$ cat src/core/tmfc_pkg.sv
// Constants, layouts and types of the transmitter mode and fail-safe control
package tmfc_pkg;

   // Serial register map
   localparam logic [6:0] ADDR_TXCMD   = 7'h00;
   localparam logic [6:0] ADDR_STAT    = 7'h01;
   localparam logic [6:0] CFG_BASE     = 7'h02;
   localparam int         CFG_N        = 8;
   localparam logic [2:0] IDX_MODE_CFG = 3'h2;   // mode_failsafe_config 0x04
   localparam logic [2:0] IDX_SLP_CFG  = 3'h3;   // modulation_sleep_config 0x05

   // Field positions
   localparam int REQ_BIT    = 7;   // standby / sleep request bits
   localparam int FAILSAFE_DISABLE_BIT_BIT  = 4;   // failsafe_disable_bit
   localparam int PAMODE_BIT = 0;   // amplifier-mode bit of transmit command
   localparam int STAT_LBL   = 5;
   localparam int STAT_LBU   = 4;
   localparam int STAT_BO    = 2;
   localparam int STAT_PAR   = 1;
   localparam int STAT_LCK   = 0;

   // Reset values
   localparam logic [7:0] MODE_CFG_RST = 8'h06;
   localparam logic [7:0] SLP_CFG_RST  = 8'h25;
   localparam logic [7:0] CFG_ZERO_RST = 8'h00;
   localparam logic [7:0] STAT_FIXED   = 8'hC0;

   // Serial framing: command byte then data byte, MSB first
   localparam logic [3:0] CMD_LAST_BIT = 4'h7;
   localparam logic [3:0] DAT_LAST_BIT = 4'hF;
   localparam int         RD_BIT       = 7;

   // Timing
   localparam int         TIMEOUT_DEF  = 65536;
   localparam logic [2:0] WAKE_PULSES  = 3'h3;
   localparam logic [1:0] SD_CYC       = 2'h2;

   typedef struct packed {
      logic lbl;
      logic lbu;
      logic bo;
      logic par;
      logic lck;
   } tmfc_flags_t;

   typedef enum logic [2:0] {
      ST_SLEEP, ST_SHUTDOWN, ST_STANDBY, ST_OSC, ST_SYN, ST_TX
   } tmfc_state_t;

endpackage

$ cat src/core/tmfc_top.sv
// Transmitter operating-mode sequencer with fail-safe status logic
//
// Operation
// - Sleep wakes on enable high plus three clocks
// - Sleep needs request bit then enable low
// - Sleep request bit clears on wake
// - Sleep shutdown takes two clock cycles
// - Sleep drops all config; host reprograms
// - Idle timeout with enable low enters standby
// - Standby needs request bit then enable low
// - Standby request bit clears itself
// - Standby keeps registers accessible and parity-checked
// - Transmit entered by command, left on enable fall
// - Amplifier-mode one holds transmit until timeout
// - Enable rise enters oscillator-start, synthesizer off
// - Oscillator-start left by request, command or timeout
// - Synthesizer-start precedes transmit, amplifier off
// - Per-register parity, checked continuously
// - Brownout resets internally and sets flag
// - Lock loss in transmit sets flag
// - Error flags latch until status read
// - Fail-safe flags block amplifier unless disabled
// - Fail-safe disable bit resets to zero
// - Low battery flags and threshold switch
// - Low battery flags clear at transmit start
// - Status bit positions five, four, two, one, zero
`timescale 1ns/1ps
module tmfc_top
   import tmfc_pkg::*;
#(
   parameter int TIMEOUT_CYC = TIMEOUT_DEF
)(
   input  wire logic        mclk,
   input  wire logic        rst,
   input  wire logic        en,
   input  wire logic        sck,
   input  wire logic        sdio_i,
   output logic             sdio_o,
   output logic             sdio_oe,
   input  wire logic        bod_trip,
   input  wire logic        pll_lock,
   input  wire logic        batt_low,
   output tmfc_state_t      mode,
   output logic             osc_en,
   output logic             pll_en,
   output logic             pa_en,
   output logic             batt_thr_low
);

   localparam int TMO_W = $clog2(TIMEOUT_CYC + 1);

   ////////////////////////////////////////////////////////////////////////////
   // Pin synchronisers

   localparam int NSYNC = 6;
   logic [NSYNC-1:0] meta_ff;
   logic [NSYNC-1:0] sync_ff;
   logic             en_d_ff;
   logic             sck_d_ff;
   logic             en_s;
   logic             sck_s;
   logic             sdi_s;
   logic             bod_s;
   logic             lock_s;
   logic             batt_s;

   genvar g;
   generate
      for (g = 0; g < NSYNC; g++) begin : g_sync
         always_ff @(posedge mclk) begin
            if (rst) begin
               meta_ff[g] <= 1'b0;
               sync_ff[g] <= 1'b0;
            end else begin
               meta_ff[g] <= (g == 0) ? en : (g == 1) ? sck :
                             (g == 2) ? sdio_i : (g == 3) ? bod_trip :
                             (g == 4) ? pll_lock : batt_low;
               sync_ff[g] <= meta_ff[g];
            end
         end
      end
   endgenerate

   assign en_s   = sync_ff[0];
   assign sck_s  = sync_ff[1];
   assign sdi_s  = sync_ff[2];
   assign bod_s  = sync_ff[3];
   assign lock_s = sync_ff[4];
   assign batt_s = sync_ff[5];

   always_ff @(posedge mclk) begin
      if (rst) begin
         en_d_ff  <= 1'b0;
         sck_d_ff <= 1'b0;
      end else begin
         en_d_ff  <= en_s;
         sck_d_ff <= sck_s;
      end
   end

   logic en_rise;
   logic en_fall;
   logic sck_rise;
   logic sck_fall;
   logic int_rst;
   assign en_rise  = en_s & ~en_d_ff;
   assign en_fall  = ~en_s & en_d_ff;
   assign sck_rise = sck_s & ~sck_d_ff;
   assign sck_fall = ~sck_s & sck_d_ff;
   // Brownout acts as an internal reset of everything but the flags, the battery threshold, the serial port, the pin synchronisers and the wake and shutdown counters
   assign int_rst  = rst | bod_s;

   ////////////////////////////////////////////////////////////////////////////
   // Serial port: stays alive in every mode, framed by enable

   logic [3:0]  bitcnt_ff;
   logic [7:0]  sh_ff;
   logic        cmd_rd_ff;
   logic [6:0]  cmd_addr_ff;
   logic [7:0]  txsh_ff;
   logic [7:0]  nxt_sh;
   logic        cmd_done;
   logic        wr_done;
   logic        stat_clr;
   logic [7:0]  rd_val;

   assign nxt_sh   = {sh_ff[6:0], sdi_s};
   assign cmd_done = en_s & sck_rise & (bitcnt_ff == CMD_LAST_BIT);
   assign wr_done  = en_s & sck_rise & (bitcnt_ff == DAT_LAST_BIT) & ~cmd_rd_ff;
   assign stat_clr = cmd_done & nxt_sh[RD_BIT] & (nxt_sh[6:0] == ADDR_STAT);

   function automatic logic cfg_hit(input logic [6:0] a);
      return (a >= CFG_BASE) && (a < CFG_BASE + 7'(CFG_N));
   endfunction

   function automatic logic [2:0] cfg_idx(input logic [6:0] a);
      logic [6:0] d;
      d = a - CFG_BASE;
      return d[2:0];
   endfunction

   function automatic logic [7:0] cfg_rst(input int i);
      return (i == int'(IDX_MODE_CFG)) ? MODE_CFG_RST :
             (i == int'(IDX_SLP_CFG))  ? SLP_CFG_RST  : CFG_ZERO_RST;
   endfunction

   always_ff @(posedge mclk) begin
      if (rst || !en_s) begin
         bitcnt_ff   <= 4'h0;
         sh_ff       <= 8'h00;
         cmd_rd_ff   <= 1'b0;
         cmd_addr_ff <= 7'h00;
      end else if (sck_rise) begin
         bitcnt_ff <= bitcnt_ff + 4'h1;
         sh_ff     <= nxt_sh;
         if (bitcnt_ff == CMD_LAST_BIT) begin
            cmd_rd_ff   <= nxt_sh[RD_BIT];
            cmd_addr_ff <= nxt_sh[6:0];
         end
      end
   end

   // Read data leaves on falling clock edges so the host samples on rising
   always_ff @(posedge mclk) begin
      if (rst || !en_s) begin
         txsh_ff <= 8'h00;
         sdio_o  <= 1'b0;
         sdio_oe <= 1'b0;
      end else if (cmd_done && nxt_sh[RD_BIT]) begin
         txsh_ff <= rd_val;
      end else if (sck_fall && cmd_rd_ff && bitcnt_ff > CMD_LAST_BIT) begin
         sdio_o  <= txsh_ff[7];
         sdio_oe <= 1'b1;
         txsh_ff <= {txsh_ff[6:0], 1'b0};
      end
   end

   ////////////////////////////////////////////////////////////////////////////
   // Configuration registers with parity

   logic [7:0]       cfg_ff [CFG_N];
   logic [CFG_N-1:0] par_ff;
   logic [CFG_N-1:0] par_bad;
   logic             stby_pend_ff;
   logic             pamode_ff;
   logic             failsafe_disable_bit;
   logic             slp_req;
   logic             tx_cmd;
   tmfc_state_t      state_ff;
   tmfc_state_t      nxt_state;

   assign failsafe_disable_bit   = cfg_ff[IDX_MODE_CFG][FAILSAFE_DISABLE_BIT_BIT];
   assign slp_req = cfg_ff[IDX_SLP_CFG][REQ_BIT];
   assign tx_cmd  = wr_done & (cmd_addr_ff == ADDR_TXCMD) & (state_ff == ST_OSC);

   always_ff @(posedge mclk) begin
      // Sleep removes supply from the register bank, so contents revert
      if (int_rst || state_ff == ST_SLEEP) begin
         for (int i = 0; i < CFG_N; i++) begin
            cfg_ff[i] <= cfg_rst(i);
            par_ff[i] <= ^cfg_rst(i);
         end
      end else if (wr_done && cfg_hit(cmd_addr_ff)) begin
         cfg_ff[cfg_idx(cmd_addr_ff)] <= nxt_sh;
         par_ff[cfg_idx(cmd_addr_ff)] <= ^nxt_sh;
         if (cfg_idx(cmd_addr_ff) == IDX_MODE_CFG) begin
            cfg_ff[IDX_MODE_CFG][REQ_BIT] <= 1'b0;
            par_ff[IDX_MODE_CFG] <= ^{1'b0, nxt_sh[6:0]};
         end
      end
   end

   // Standby request is kept as a hidden one-shot until standby is entered
   always_ff @(posedge mclk) begin
      if (int_rst || state_ff == ST_SLEEP || nxt_state == ST_STANDBY) begin
         stby_pend_ff <= 1'b0;
      end else if (wr_done && cmd_addr_ff == CFG_BASE + 7'(IDX_MODE_CFG)
                   && nxt_sh[REQ_BIT]) begin
         stby_pend_ff <= 1'b1;
      end
   end

   always_ff @(posedge mclk) begin
      if (int_rst) begin
         pamode_ff <= 1'b0;
      end else if (tx_cmd) begin
         pamode_ff <= nxt_sh[PAMODE_BIT];
      end
   end

   generate
      for (g = 0; g < CFG_N; g++) begin : g_par
         assign par_bad[g] = (^cfg_ff[g]) != par_ff[g];
      end
   endgenerate

   ////////////////////////////////////////////////////////////////////////////
   // Status flags (survive brownout; error flags cleared only by a status read, battery flags at transmit start)

   tmfc_flags_t flags_ff;
   tmfc_flags_t flag_set;
   logic        fs_block;
   logic        tx_start;

   assign tx_start = (state_ff == ST_SYN) && (nxt_state == ST_TX);
   assign fs_block = ~failsafe_disable_bit & (flags_ff.bo | flags_ff.par | flags_ff.lck);

   always_comb begin
      flag_set.bo  = bod_s;
      flag_set.par = |par_bad;
      flag_set.lck = (state_ff == ST_TX) & ~lock_s;
      flag_set.lbu = batt_s & ~batt_thr_low;
      flag_set.lbl = batt_s & batt_thr_low;
   end

   always_ff @(posedge mclk) begin
      if (rst) begin
         flags_ff <= '{lbl: 1'b0, lbu: 1'b0, bo: 1'b1, par: 1'b0, lck: 1'b0};
      end else begin
         // A new event in the clearing cycle stays set
         flags_ff.bo  <= (flags_ff.bo  & ~stat_clr) | flag_set.bo;
         flags_ff.par <= (flags_ff.par & ~stat_clr) | flag_set.par;
         flags_ff.lck <= (flags_ff.lck & ~stat_clr) | flag_set.lck;
         flags_ff.lbu <= (flags_ff.lbu & ~tx_start) | flag_set.lbu;
         flags_ff.lbl <= (flags_ff.lbl & ~tx_start) | flag_set.lbl;
      end
   end

   // A drop seen at the upper threshold in the transmit-start cycle still selects the lower threshold
   always_ff @(posedge mclk) begin
      if (rst) begin
         batt_thr_low <= 1'b0;
      end else if (flag_set.lbu) begin
         batt_thr_low <= 1'b1;
      end else if (tx_start) begin
         batt_thr_low <= 1'b0;
      end
   end

   always_comb begin
      rd_val = 8'h00;
      if (nxt_sh[6:0] == ADDR_STAT) begin
         rd_val = STAT_FIXED;
         rd_val[STAT_LBL] = flags_ff.lbl;
         rd_val[STAT_LBU] = flags_ff.lbu;
         rd_val[STAT_BO]  = flags_ff.bo;
         rd_val[STAT_PAR] = flags_ff.par;
         rd_val[STAT_LCK] = flags_ff.lck;
      end else if (cfg_hit(nxt_sh[6:0])) begin
         rd_val = cfg_ff[cfg_idx(nxt_sh[6:0])];
      end
   end

   ////////////////////////////////////////////////////////////////////////////
   // Counters: wake pulses, shutdown latency, idle and hold timeout

   logic [2:0]       wk_ff;
   logic [1:0]       sd_ff;
   logic [TMO_W-1:0] tmo_ff;
   logic             hold_ff;
   logic             tmo_done;
   logic             tmo_run;

   assign tmo_done = tmo_ff == TMO_W'(TIMEOUT_CYC - 1);
   assign tmo_run  = (state_ff == ST_OSC && !en_s && !sck_rise)
                     || (state_ff == ST_TX && hold_ff);

   always_ff @(posedge mclk) begin
      if (rst || state_ff != ST_SLEEP || !en_s) begin
         wk_ff <= 3'h0;
      end else if (sck_rise && wk_ff < WAKE_PULSES) begin
         wk_ff <= wk_ff + 3'h1;
      end
   end

   always_ff @(posedge mclk) begin
      if (rst || state_ff != ST_SHUTDOWN) begin
         sd_ff <= 2'h0;
      end else begin
         sd_ff <= sd_ff + 2'h1;
      end
   end

   always_ff @(posedge mclk) begin
      if (int_rst || !tmo_run || nxt_state != state_ff) begin
         tmo_ff <= '0;
      end else begin
         tmo_ff <= tmo_ff + TMO_W'(1);
      end
   end

   always_ff @(posedge mclk) begin
      if (int_rst || state_ff != ST_TX) begin
         hold_ff <= 1'b0;
      end else if (en_fall && pamode_ff) begin
         hold_ff <= 1'b1;
      end
   end

   ////////////////////////////////////////////////////////////////////////////
   // Mode sequencer

   always_comb begin
      nxt_state = state_ff;
      case (state_ff)
         ST_SLEEP: begin
            if (en_s && wk_ff >= WAKE_PULSES) nxt_state = ST_OSC;
         end
         ST_SHUTDOWN: begin
            if (sd_ff == SD_CYC - 2'h1) nxt_state = ST_SLEEP;
         end
         ST_STANDBY: begin
            if (en_rise) nxt_state = ST_OSC;
         end
         ST_OSC: begin
            if (en_fall && slp_req) nxt_state = ST_SHUTDOWN;
            else if (en_fall && stby_pend_ff) nxt_state = ST_STANDBY;
            else if (tx_cmd && !fs_block) nxt_state = ST_SYN;
            else if (tmo_done) nxt_state = ST_STANDBY;
         end
         ST_SYN: begin
            if (fs_block || !en_s) nxt_state = ST_OSC;
            else if (lock_s) nxt_state = ST_TX;
         end
         ST_TX: begin
            if (fs_block) nxt_state = ST_OSC;
            else if (en_fall && !pamode_ff) nxt_state = ST_OSC;
            else if (hold_ff && tmo_done) nxt_state = ST_OSC;
         end
         default: nxt_state = ST_OSC;
      endcase
   end

   always_ff @(posedge mclk) begin
      if (int_rst) begin
         state_ff <= ST_OSC;
      end else begin
         state_ff <= nxt_state;
      end
   end

   always_ff @(posedge mclk) begin
      if (int_rst) begin
         mode   <= ST_OSC;
         osc_en <= 1'b1;
         pll_en <= 1'b0;
         pa_en  <= 1'b0;
      end else begin
         mode   <= nxt_state;
         osc_en <= nxt_state != ST_SLEEP && nxt_state != ST_STANDBY;
         pll_en <= nxt_state == ST_SYN || nxt_state == ST_TX;
         pa_en  <= nxt_state == ST_TX && !fs_block;
      end
   end
endmodule

$ cat config.mk
export PLATFORM = sky130hd
export DESIGN_NAME = tmfc_top
export DESIGN_NICKNAME = d
export VERILOG_FILES = /design/src/core/tmfc_pkg.sv /design/src/core/tmfc_top.sv
export SDC_FILE = /design/constraint.sdc
export NUM_CORES = 1
export LEC_CHECK = 0
export ABC_CLOCK_PERIOD_IN_PS = 3900
export BUFFER_PORTS_ARGS = -buffer_cell sky130_fd_sc_hd__buf_4
export CAP_MARGIN = 5
export CORE_MARGIN = 3
export CORE_UTILIZATION = 35
export DETAILED_ROUTE_END_ITERATION = 12
export PLACE_DENSITY = 0.6
export SLEW_MARGIN = 20
export SYNTH_ARGS = -nofsm -noshare
export SYNTH_HDL_FRONTEND = slang
export SYNTH_SLANG_ARGS = --single-unit
export TNS_END_PERCENT = 30
$ cat constraint.sdc
create_clock -name mclk -period 3.9 [get_ports mclk]
set_clock_uncertainty 0.2 [all_clocks]
set_input_delay 0.39 -clock mclk [delete_from_list [all_inputs] [get_ports mclk]]
set_output_delay 0.39 -clock mclk [all_outputs]
set_load 0.1 [all_outputs]
==> out/results.txt <==
status -> finished clean
Seq/Total Area, Yosys -> 48.4%
Startpoint Class -> register
die area -> 0.0236 mm2
reg2reg path depth -> 6
initial DRC count -> 363
Max Clk Rate -> 339 MHz
Top FF cell, synth -> dfxtp_1
Worst EP arrival -> 2.84 ns
DR WL/cell -> 18.0 um
Synthesis Warnings -> 0
Syn Inst Count -> 712
Nets -> 755
core footprint -> 0.0212 mm2
max-slew violations -> 0
largest net degree at the start of global routing -> 28
Post-Syn Area -> 0.00761 mm2
Yosys reg bits -> 152
worst path required time -> 3.79 ns
Die Y -> 153 um
CTS Buf Count -> 17
commonest non-fill, non-tap cell in the layout -> dfxtp_1
maxcap violations -> 0
power density over the cells -> 422 mW/mm2
Worst Hold Depth -> 2
post-synth top area share -> 25.3%
H-Tree Depth -> 4
endpoints failing setup -> 0
worst rel slew slack -> 34.8%
Syn Nets -> 736
largest area contributor in the synthesized netlist -> edfxtp_1
Unique masters post-synth -> 65
n_diodes -> 0
CTS clock-pin slew for the worst setup and hold paths -> 0.06 ns
WHS Endpoint -> flags_ff[0]
Die Wd -> 153 um
Final min period -> 2.95 ns
RSZ-0062 raised after global routing -> no
maximum VDD drop -> 270 uV
layout cells sized above 1 -> 14.7%
crit share post-route -> 75.7%
worst slew pin tran -> 0.976 ns
Total Wirelength -> 18.3 mm
leakage power -> 2.95 nW
number of flops mapped to enable cells by yosys -> 64
Routed Antenna Nets -> 0
overall routing resource usage -> 15.6%
synth top area cells -> edfxtp_1 25%, dfxtp_1 23%, xnor2_1 6.4%
Place WS -> 0.936 ns
final HPWL from detailed placement -> 13.3 mm
Vias -> 5291
via/cell ratio -> 5.19
Port Buffer Count -> 16
FF-to-FF Start -> bitcnt_ff[0]
vias in the first global route -> 5138
RD Place Congestion -> 0.892
hold_sp -> rst
Hold Path Class -> input pin to register
Setup TNS -> 0 ns
total gr overflow -> 0
I/O pins -> 17
first-pass GRT wire length -> 28.8 mm
synth-to-layout area growth -> 13.6%
post-cts resize count -> 0
Initial Util -> 35.9%
Clock Path Buffers -> 2
Root Driver -> clkbuf_16
# rows -> 53
drt first pass iters -> 4
drc violations -> 0
r2r endpoint -> cfg_ff[7][5]
Avg Inst Size Synth -> 10.7 um2
Sink Count -> 152
initial antenna violation count -> 0
Final Hold Viols -> 0
Fillers -> 2040
crit path kind -> register to register
final worst slack -> 0.947 ns
flop2flop setup slack -> 0.95 ns
Worst-Skew Late Latency -> 0.43 ns
Crit Path Max Fanout -> 11
commonest non-fill, non-tap cells in the layout -> 88 x dfxtp_1, 66 x nor2_1, 64 x edfxtp_1
nature of the critical path endpoint -> register
async set or reset register ratio after synthesis -> 0%
TritonCTS clock tree -> yes
## layout make-up
cell class                      instances  area, um2  share of cell area, %
Sequential cell                       152       3680                   42.6
Tap cell                              275        344                   3.98
Timing Repair Buffer                   32        255                   2.95
Clock buffer                           20        468                   5.41
Inverter                               31        116                   1.35
Multi-Input combinational cell        497       3660                   42.4
Clock inverter                         12        113                   1.30
## registers in the layout, summed over array words and instances, names as in the netlist, 2 cells and up
| name | flops |
|---|---|
| txsh_ff | 8 |
| cfg_ff | 64 |
| tmo_ff | 17 |
| par_ff | 8 |
| cmd_addr_ff | 7 |
| flags_ff | 5 |
| sd_ff | 2 |
| meta_ff | 6 |
| bitcnt_ff | 4 |
| mode | 3 |
| wk_ff | 3 |
| sh_ff | 7 |
## cells in the mapped netlist, drive strengths merged (17+ instances only)
master	n
clkbuf	19
xnor2	56
edfxtp	64
and2	17
nand2	62
inv	25
nor2	67
a211oi	25
nor2b	17
nor3	26
dfxtp	88
a21oi	36
## how the worst max path moves through the flow
stage / from / endpoint / slack [ns] / cells after the start
finish: bitcnt_ff[0] / cfg_ff[7][5] / 0.95 / 6
global route: bitcnt_ff[0] / cfg_ff[7][5] / 0.69 / 6
CTS: bitcnt_ff[0] / cfg_ff[7][5] / 0.92 / 6
detailed placement: bitcnt_ff[0] / cfg_ff[7][4] / 0.94 / 6
global placement: tmo_ff[2] / tmo_ff[5] / 1.00 / 8
floorplan: mode[1] / cfg_ff[3][0] / 0.97 / 5
## repair_timing
item                      4_1_cts  5_1_grt
buffers inserted                0        0
hold buffers                    6        0
hold endpoints to repair        6        0
## per-layer routing
metal  GRT usage, %  wire length [um]  share of wire, %  vias up
met3           3.48               672               3.7       36
met4           6.06               572               3.1        0
met5              0                 0                 0        -
met2           24.5              8560                47      116
met1           21.2              8500                46     2554
li1               -                 -                 -     2585
## critical path, cell delays in order, from the launching register on
cell and delay [ns]:
dfxtp_1 0.36, ha_1 0.22, and4b_1 0.29, nand3_1 0.18, nor2_1 0.52, and4_1 0.49, nand2b_1 0.36
## through the flow
stage / hold WS (ns) / utilization, % / area [um2] / total power, mW / std cells
after floorplan: 0.199 / - / 7610 / 1.98 / 712
after global placement: 0.209 / 37.7 / 8000 / 2.05 / 981
after detailed placement: 0.216 / 37.7 / 8000 / 2.05 / 981
after CTS: 0.116 / 40.7 / 8640 / 3.67 / 1019
after global routing: 0.131 / 40.7 / 8640 / 3.77 / 1019
final: 0.130 / 40.7 / 8640 / 3.65 / 1019
## kinds of logic (layout without fill, tap and decap cells)
kind of cell	count (synthesis)	count (layout)	synth area share, %
AO/OA/AOI/OAI	109	109	10.3
XOR/XNOR	78	78	10.2
adder cells (fa/ha/maj)	16	16	2.63
buffers and inverters	63	95	3.52
flip-flops	152	152	48.4
multiplexers	33	33	7.10
AND/OR/NAND/NOR	261	261	17.8
## power by group
part	total [mW]	internal [mW]	switching, mW
combinational	0.287	0.135	0.152
sequential	1.74	1.70	0.0352
clock	1.63	0.941	0.685
(Power assumes the default switching activity.)
